**config.mk**
```make
export PLATFORM = sky130hd
export DESIGN_NAME = conditional_branch_unit
export DESIGN_NICKNAME = d
export VERILOG_FILES = /design/src/pkg/branch_pkg.sv /design/src/design/conditional_branch_unit.sv
export SDC_FILE = /design/constraint.sdc
export NUM_CORES = 1
export LEC_CHECK = 0
export ABC_AREA = 1
export BUFFER_PORTS_ARGS = -buffer_cell sky130_fd_sc_hd__clkbuf_2
export CAP_MARGIN = 20
export CELL_PAD_IN_SITES_DETAIL_PLACEMENT = 1
export CELL_PAD_IN_SITES_GLOBAL_PLACEMENT = 1
export CORE_MARGIN = 10
export CORE_UTILIZATION = 39
export DETAILED_ROUTE_END_ITERATION = 6
export PLACE_DENSITY_LB_ADDON = 0.1
export SYNTH_ARGS = -nofsm -noshare
export SYNTH_HDL_FRONTEND = slang
export SYNTH_SLANG_ARGS = --single-unit
```
**constraint.sdc**
```tcl
create_clock -name clk_sys -period 2.1 [get_ports clk_sys]
set_clock_uncertainty 0.15 [all_clocks]
set_input_delay 0.42 -clock clk_sys [delete_from_list [all_inputs] [get_ports clk_sys]]
set_output_delay 0.42 -clock clk_sys [all_outputs]
set_load 0.05 [all_outputs]
```
**src/pkg/branch_pkg.sv**
```systemverilog
// branch_pkg: shared types and constants for the conditional branch unit
// assumes a 16-bit word program counter and a 7-bit signed word offset
`default_nettype none
package branch_pkg;
   // ==========================================================
   // widths and reset values
   localparam int PC_W = 16;
   localparam int OFS_W = 7;
   localparam logic [15:0] PC_RESET = 16'h0000;
   localparam logic [15:0] PC_ONE = 16'h0001;
   // ==========================================================
   // branch kinds handed in by the decoder
   typedef enum logic [2:0] {
      BR_CARRY_CLEAR = 3'h0, // branch_on_carry_clear
      BR_AT_LEAST = 3'h1, // branch_unsigned_at_least
      BR_BELOW = 3'h2, // branch_unsigned_below
      BR_NEGATIVE = 3'h3, // branch_on_negative
      BR_NONNEG = 3'h4, // branch_on_nonnegative
      BR_SIGNED_GE = 3'h5 // branch_signed_at_least
   } branch_kind_t;
   // ==========================================================
   // decoded branch request
   typedef struct packed {
      logic valid;
      branch_kind_t kind;
      logic [6:0] offset;
   } branch_req_t;
   // status flags as seen by the unit
   typedef struct packed {
      logic carry;
      logic negative;
      logic overflow;
   } status_flags_t;
   // ==========================================================
   // sequencer states
   typedef enum logic [1:0] {
      ST_RUN = 2'b01,
      ST_FLUSH = 2'b10
   } seq_state_t;
endpackage : branch_pkg
`default_nettype wire

```
**src/design/conditional_branch_unit.sv**
```systemverilog
// conditional_branch_unit: evaluates flag tests and updates the program counter
// assumes decoder, flags and program counter all run on clk_sys under reset
// assumes req and flags are steady from one falling edge to the next
// assumes the decoder holds a request through the flush cycle or drops it
// outputs: pc is the word address, taken and flush pulse for one cycle
// outputs: busy marks the cycle in which a new request is ignored

`timescale 1ns/1ps
`default_nettype none
module conditional_branch_unit
   import branch_pkg::*;
(
   input wire logic clk_sys,
   input wire logic reset,
   input wire branch_req_t req,
   input wire status_flags_t flags,
   output logic [15:0] pc,
   output logic taken,
   output logic flush,
   output logic busy
);

   // ==========================================================
   // condition evaluation
   // each flag test is formed once; the kind picks which one counts
   logic carry_clear_ok;
   logic carry_set_ok;
   logic negative_set_ok;
   logic negative_clear_ok;
   logic signed_ge_ok;
   logic cond;
   // flag tests; the flags are only read, never written back
   assign carry_clear_ok = ~flags.carry;
   assign carry_set_ok = flags.carry;
   assign negative_set_ok = flags.negative;
   assign negative_clear_ok = ~flags.negative;
   assign signed_ge_ok = ~(flags.negative ^ flags.overflow);
   // select the test for the kind in hand; unused codes never branch
   always_comb begin
      case (req.kind)
         BR_CARRY_CLEAR: cond = carry_clear_ok;
         BR_AT_LEAST: cond = carry_clear_ok;
         BR_BELOW: cond = carry_set_ok;
         BR_NEGATIVE: cond = negative_set_ok;
         BR_NONNEG: cond = negative_clear_ok;
         BR_SIGNED_GE: cond = signed_ge_ok;
         default: cond = 1'b0;
      endcase
   end

   // ==========================================================
   // state and program counter next values
   seq_state_t state_r, state_nxt;
   logic [15:0] pc_r, pc_nxt;
   logic taken_r, taken_nxt;
   logic flush_r, flush_nxt;
   wire logic [15:0] ofs_ext;
   logic go;
   // sign-extend the word offset so that a negative k steps backwards
   for (genvar b = 0; b < PC_W; b++) begin : g_ofs_ext
      if (b < OFS_W) begin : g_field
         assign ofs_ext[b] = req.offset[b];
      end else begin : g_sign
         assign ofs_ext[b] = req.offset[OFS_W - 1];
      end
   end
   // a branch is taken only when it is issued and its test holds
   assign go = req.valid && cond;
   // one-hot sequencer: a taken branch spends one extra cycle flushing
   always_comb begin
      state_nxt = state_r;
      pc_nxt = pc_r;
      taken_nxt = 1'b0;
      flush_nxt = 1'b0;
      case (state_r)
         ST_RUN: begin
            if (go) begin
               // taken: jump and drop the fetch that is already under way
               pc_nxt = pc_r + ofs_ext + PC_ONE;
               taken_nxt = 1'b1;
               flush_nxt = 1'b1;
               state_nxt = ST_FLUSH;
            end else if (req.valid) begin
               // not taken: carry on with the next word
               pc_nxt = pc_r + PC_ONE;
            end
         end
         ST_FLUSH: begin
            // a request seen here belongs to the discarded fetch
            state_nxt = ST_RUN;
         end
         default: state_nxt = ST_RUN;
      endcase
   end

   // registers only; flags are never written here
   always_ff @(posedge clk_sys) begin
      if (reset) begin
         state_r <= ST_RUN;
         pc_r <= PC_RESET;
         taken_r <= 1'b0;
         flush_r <= 1'b0;
      end else begin
         state_r <= state_nxt;
         pc_r <= pc_nxt;
         taken_r <= taken_nxt;
         flush_r <= flush_nxt;
      end
   end
   // outputs come straight from the registers
   assign pc = pc_r;
   assign taken = taken_r;
   assign flush = flush_r;
   assign busy = flush_r;
endmodule : conditional_branch_unit
`default_nettype wire

```
==> results.json, run 1 <==
{
  "status": "completed",
  "synth_seq_area_share_pct": 17.3,
  "hold_viol_final": 0,
  "r2r-start": "pc[0]",
  "cts_hold_buffers": 0,
  "reg2reg_depth": 13,
  "clkSlewWorstSetupHoldPaths_ps": 80,
  "setup_viol": 0,
  "clock.fmax_ghz": 0.509,
  "fin_ws_ps": 136,
  "grt_pass1_vias": 2559,
  "synthArstFlopShare_pct": 0,
  "hold_path.startpoint": "reset",
  "finalMaxSlewViolations": 0,
  "vdd.ir_drop.worst_mv": 0.260,
  "final_area_sq_um": 2570,
  "drive_gt1_share_pct": 20.3,
  "place_congestion": 0.867,
  "fin_crit_sh_pct": 93.5,
  "hold_path_depth": 4,
  "wl_per_cell_um": 15.2,
  "portBuffers": 34,
  "holdPathEnd": "pc[0]",
  "overflow": 0,
  "syn-cell-area_sq_um": 2200,
  "setup_tns_ps": 0,
  "final_cell_mix": "nand2_1 (118), inv_1 (54), clkbuf_2 (34), nor2_1 (28), nand3_1 (27)",
  "detailed_place_hpwl_um": 6140,
  "core_area_sq_um": 5470,
  "finalWirelength_um": 7440,
  "chipHeight_um": 95.1,
  "grt_max_degree": 19,
  "p_leak_nw": 1.39,
  "arrival_ps": 2020,
  "grt_setup_unrepaired": "no",
  "clock_sinks": 19,
  "nets": 452,
  "crit_top_cell": "nand2_1",
  "placed_cells": 486,
  "yosysTopAreaCell": "nand2_1",
  "required_ps": 2160,
  "areaGrowthSynthToFinish_pct": 17.1,
  "antenna_found_initial": 0,
  "max_slew_margin_pct": 70.9,
  "rrSetupSlack_ps": 140,
  "slowest_delay_ps": 350,
  "yosysTopAreaCellShare_pct": 20.5,
  "final_cell_count_no_fill": 490,
  "cp-end-kind": "flop",
  "htree_levels": 1,
  "drc_errors": 0,
  "cts_max_path_buffers": 2,
  "vias_per_cell": 5.02,
  "die_w_um": 95.1,
  "hold_ws_ps": 299,
  "worst_slew_pin_slew_ps": 435,
  "numCtsBuffers": 3,
  "clk_latency_ps": 270,
  "hold_path_class": "input port to flop",
  "initial_core_util_pct": 40.2,
  "synthCells": 371,
  "vias": 2460,
  "pwr_density_cell_nw_per_um2": 570,
  "syn_area_per_cell_sq_um": 5.93,
  "finalCriticalPeriod_ps": 1960,
  "std_cell_rows": 27,
  "tritoncts": "built",
  "num_antenna_cells": 0,
  "root_buffer": "clkbuf_8",
  "place_area_sq_um": 2520,
  "worst_setup_path_start_kind": "flop",
  "ys_ff_latch": 19,
  "drt_iter0_markers": 76,
  "die_area_sq_um": 9040,
  "ys_warn_count": 0,
  "synth_nets": 404,
  "synth_edf_count": 0,
  "crit_path_max_fanout": 4,
  "synth.area.top_cells": "nand2_1 (20%), dfxtp_1 (17%), inv_1 (9.4%)",
  "cpMaxStageDelayCell": "fa_2",
  "synth_cell_types": 31,
  "path_cells": "inv_2 -> ha_1 -> inv_1 -> fa_2 -> nand2_1 -> nand2_1 -> nand3b_1 -> nand2_2 -> nand2_1 -> nand2_1 -> nand2_1 -> nand3_1 -> a21oi_1",
  "timing.max_cap.violations": 0,
  "layout_commonest_cell": "nand2_1",
  "grt_pass1_wl_um": 12200,
  "path_class": "flop to flop",
  "ios": 35,
  "synth_flop_cell": "dfxtp_1",
  "final_antenna_net_count": 0,
  "dr.pass1.iters": 4,
  "r2r-end": "pc[10]",
  "track_usage_pct": 17.0,
  "post-place-ws_ps": -94.6
}
## how the worst max path moves through the flow
stage,end,start,slack [ps]
after floorplan,pc[8],pc[3],20
after global placement,pc[14],req[0],-20
after detailed placement,pc[14],req[0],-90
after CTS,pc[10],pc[0],20
after global routing,pc[10],pc[0],6
final,pc[10],pc[0],140
## sequential cells by signal, summed over array words and instances (netlist names)
register  cells
busy          1
pc           16
state_r       2
## cells in the mapped netlist (4+ instances only)
cell     number
xor2_1        8
nand2_1     120
a21oi_2      10
a21oi_1      25
nand4_1       6
nor2_1       28
nand3_1      27
o21ai_0      12
inv_1        55
nand3_2       7
inv_2         4
dfxtp_1      19
nor3_1        4
xnor2_1       5
ha_1         16
## cells by family (layout without fill, tap and decap cells)
group | after synthesis | after routing | share of synthesized area, %
flops | 19 | 19 | 17.3
buf+inv | 67 | 114 | 13.1
compound gates | 51 | 51 | 13.4
simple gates | 204 | 204 | 40.9
xor+xnor | 13 | 13 | 5.18
fa+ha+maj | 17 | 17 | 10.0
## report_power, final
group          internal (mW)  leakage [nW]  switching, mW  total (mW)
combinational          0.245          1.21          0.510       0.755
clock                  0.136        0.0228          0.148       0.283
sequential             0.394         0.157         0.0346       0.428
## layout make-up
cell class / instances / area, sq um
fill: 824 / 2900
multi-input combinational: 285 / 1540
sequential: 19 / 382
timing repair buffer: 50 / 290
inverter: 60 / 230
tap: 72 / 90.1
clock buffer: 4 / 45.0
## worst max-delay path, delay by kind of cell, from the launching register on
kind / cells / cell delay, ps
simple gates: 8 / 610
fa+ha+maj: 2 / 490
flops: 1 / 340
compound gates: 1 / 150
buf+inv: 2 / 140
## metrics by stage
stage          power [mW]  util (%)
4_1_cts              1.48      47.0
6_report             1.47      47.0
2_1_floorplan       0.968         -
3_3_place_gp         1.17      46.1
5_1_grt              1.59      47.0
3_5_place_dp         1.19      46.1
## what timing repair did
| item | 4_1_cts | 5_1_grt |
|---|---|---|
| setup endpoints to repair | 2 | 6 |
| resized for setup | 2 | 2 |
| setup buffers | 0 | 0 |
## metal layers
layer	GRT usage (%)	share of wire, %
met5	0	0
met4	4.61	0.95
met3	2.59	2.2
met2	30.9	51
met1	20.2	45
No activity file was read; power rests on OpenSTA's default activity.
==> run 2: changes to the inputs <==
--- a/config.mk
+++ b/config.mk
@@ -11,7 +11,7 @@
 export CELL_PAD_IN_SITES_DETAIL_PLACEMENT = 1
 export CELL_PAD_IN_SITES_GLOBAL_PLACEMENT = 1
 export CORE_MARGIN = 10
-export CORE_UTILIZATION = 39
+export CORE_UTILIZATION = 35
 export DETAILED_ROUTE_END_ITERATION = 6
 export PLACE_DENSITY_LB_ADDON = 0.1
 export SYNTH_ARGS = -nofsm -noshare
==> run 2 against run 1 <==
Compared with the run above:
- clock-buffer cell count stayed put
- sequential share of layout area is 0.27 points lower
- wire length is 2.2% higher
- cell count is 1.4% higher
==> results.json, run 2 (synthesis results as in run 1) <==
{
  "status": "completed",
  "worst-path-buf-inv": 2,
  "ios": 35,
  "finalMaxSlewViolations": 0,
  "core_area_sq_um": 6030,
  "nets": 456,
  "crit_top_cell": "nand2_1",
  "worst_setup_path_start_kind": "flop",
  "cpMaxStageDelayCell": "dfxtp_2",
  "grt_setup_unrepaired": "yes",
  "path_cells": "inv_2 -> ha_1 -> inv_1 -> fa_2 -> nand2_1 -> nand2_1 -> nand3b_1 -> nand2_2 -> nand2_1 -> nand2_1 -> nand2_1 -> nand3_1 -> a21oi_2",
  "crit_path_max_fanout": 4,
  "hold_path_class": "input port to flop",
  "final_cell_mix": "nand2_1 (118), inv_1 (54), clkbuf_2 (34), nor2_1 (27), nand3_1 (26)",
  "cts_hold_buffers": 0,
  "slowest_delay_ps": 350,
  "numCtsBuffers": 3,
  "drc_errors": 0,
  "hold_viol_final": 0,
  "cp-end-kind": "flop",
  "finalWirelength_um": 7610,
  "p_clk_share_pct": 19.7,
  "antenna_found_initial": 0,
  "num_antenna_cells": 0,
  "setup_viol": 0,
  "drt_iter0_markers": 73,
  "grt_pass1_wl_um": 12600,
  "htree_levels": 1,
  "grt_pass1_vias": 2640,
  "layout_commonest_cell": "nand2_1",
  "fin_crit_sh_pct": 93.5,
  "grt_max_degree": 19,
  "vias": 2508,
  "vdd.ir_drop.worst_mv": 0.209,
  "placed_cells": 493,
  "place_area_sq_um": 2550,
  "required_ps": 2150,
  "chipHeight_um": 99.3,
  "critPathTopFamily": "simple AND/OR/NAND/NOR gates",
  "std_cell_rows": 28,
  "cts_max_path_buffers": 2,
  "path_class": "flop to flop",
  "portBuffers": 34,
  "clk_latency_ps": 280,
  "root_buffer": "clkbuf_8",
  "comb_power_share_pct": 52.1,
  "arrival_ps": 2020,
  "final_cell_count_no_fill": 497,
  "clkSlewWorstSetupHoldPaths_ps": 100,
  "cts_post_setup_buffers_inserted": 0,
  "max_slew_margin_pct": 67.7,
  "initial_core_util_pct": 36.5,
  "die_area_sq_um": 9850,
  "place_congestion": 0.824,
  "die_w_um": 99.3,
  "overflow": 0,
  "timing.max_cap.violations": 0,
  "p_leak_nw": 1.41,
  "areaGrowthSynthToFinish_pct": 19.2,
  "wl_per_cell_um": 15.3,
  "worst_slew_pin_slew_ps": 484,
  "clock.fmax_ghz": 0.509,
  "clock_sinks": 19,
  "largest_reg_flops": 16,
  "seqCellArea_sq_um": 382,
  "multi_input_area_sq_um": 1550,
  "dr.pass1.iters": 4,
  "pwr_density_cell_nw_per_um2": 574,
  "p_sw_share_pct": 47.4,
  "p_switching_uw": 713,
  "tritoncts": "built",
  "fill_cells": 861,
  "final_area_sq_um": 2620,
  "internal-power_uw": 791,
  "drive_gt1_share_pct": 22.0,
  "vias_per_cell": 5.05,
  "sequentialPowerShare_pct": 28.3,
  "post-route-util_pct": 43.5,
  "detailed_place_hpwl_um": 6210,
  "track_usage_pct": 15.3,
  "finalCriticalPeriod_ps": 1960,
  "final_antenna_net_count": 0
}
[run 2: final timing paths]
kind	cells after the start	endpoint	start	slack, ps
max reg2reg	13	pc[10]	pc[0]	140
min reg2reg	3	state_r[0]	state_r[0]	400
max	13	pc[10]	pc[0]	140
min	4	pc[0]	reset	300
[run 2: final cells by class]
type,instances,area share [%]
repair buffers,54,12.2
inverters,60,8.78
flip-flops and latches,19,14.6
clock buffers,4,1.72
well taps,75,3.58
multi-input cells,285,59.1
[run 2: metal layers]
| layer | global-route usage (%) | vias to the layer above | part of all wire [%] |
|---|---|---|---|
| met5 | 0 | - | 0 |
| met4 | 5.40 | 0 | 2.2 |
| met3 | 2.15 | 13 | 3.5 |
| met2 | 26.9 | 43 | 49 |
| met1 | 18.4 | 1177 | 46 |
| li1 | - | 1275 | - |
[run 2: worst reg2reg max path, cell delays in order (launching register included)]
cell and delay [ps]:
dfxtp_2 350, inv_2 80, ha_1 140, inv_1 60
fa_2 350, nand2_1 80, nand2_1 80, nand3b_1 110
nand2_2 90, nand2_1 90, nand2_1 50, nand2_1 60
nand3_1 70, a21oi_2 140
[run 2: through the flow]
stage	TNS, ps	setup slack [ps]	hold slack [ps]	power [mW]
after floorplan	0	24.3	344	0.968
after global placement	-126	-47.7	365	1.19
after detailed placement	-454	-68.7	389	1.21
after CTS	0	18.6	311	1.51
after global routing	-18.2	-18.2	369	1.62
final	0	137	303	1.50
[run 2: timing repair]
item,in CTS,in global routing
gates resized for setup,1,7
pin swaps,0,1
endpoints found under the hold margin,0,0
endpoints found under the setup margin,3,6
gates cloned,0,0
[run 2: power by group through the flow]
| stage | combinational [mW] | sequential, mW | clock, mW |
|---|---|---|---|
| after detailed placement | 0.777 | 0.433 | 0 |
| after global placement | 0.757 | 0.430 | 0 |
| after global routing | 0.874 | 0.430 | 0.313 |
| final | 0.783 | 0.425 | 0.296 |
| after floorplan | 0.417 | 0.551 | 0 |
| after CTS | 0.781 | 0.425 | 0.301 |
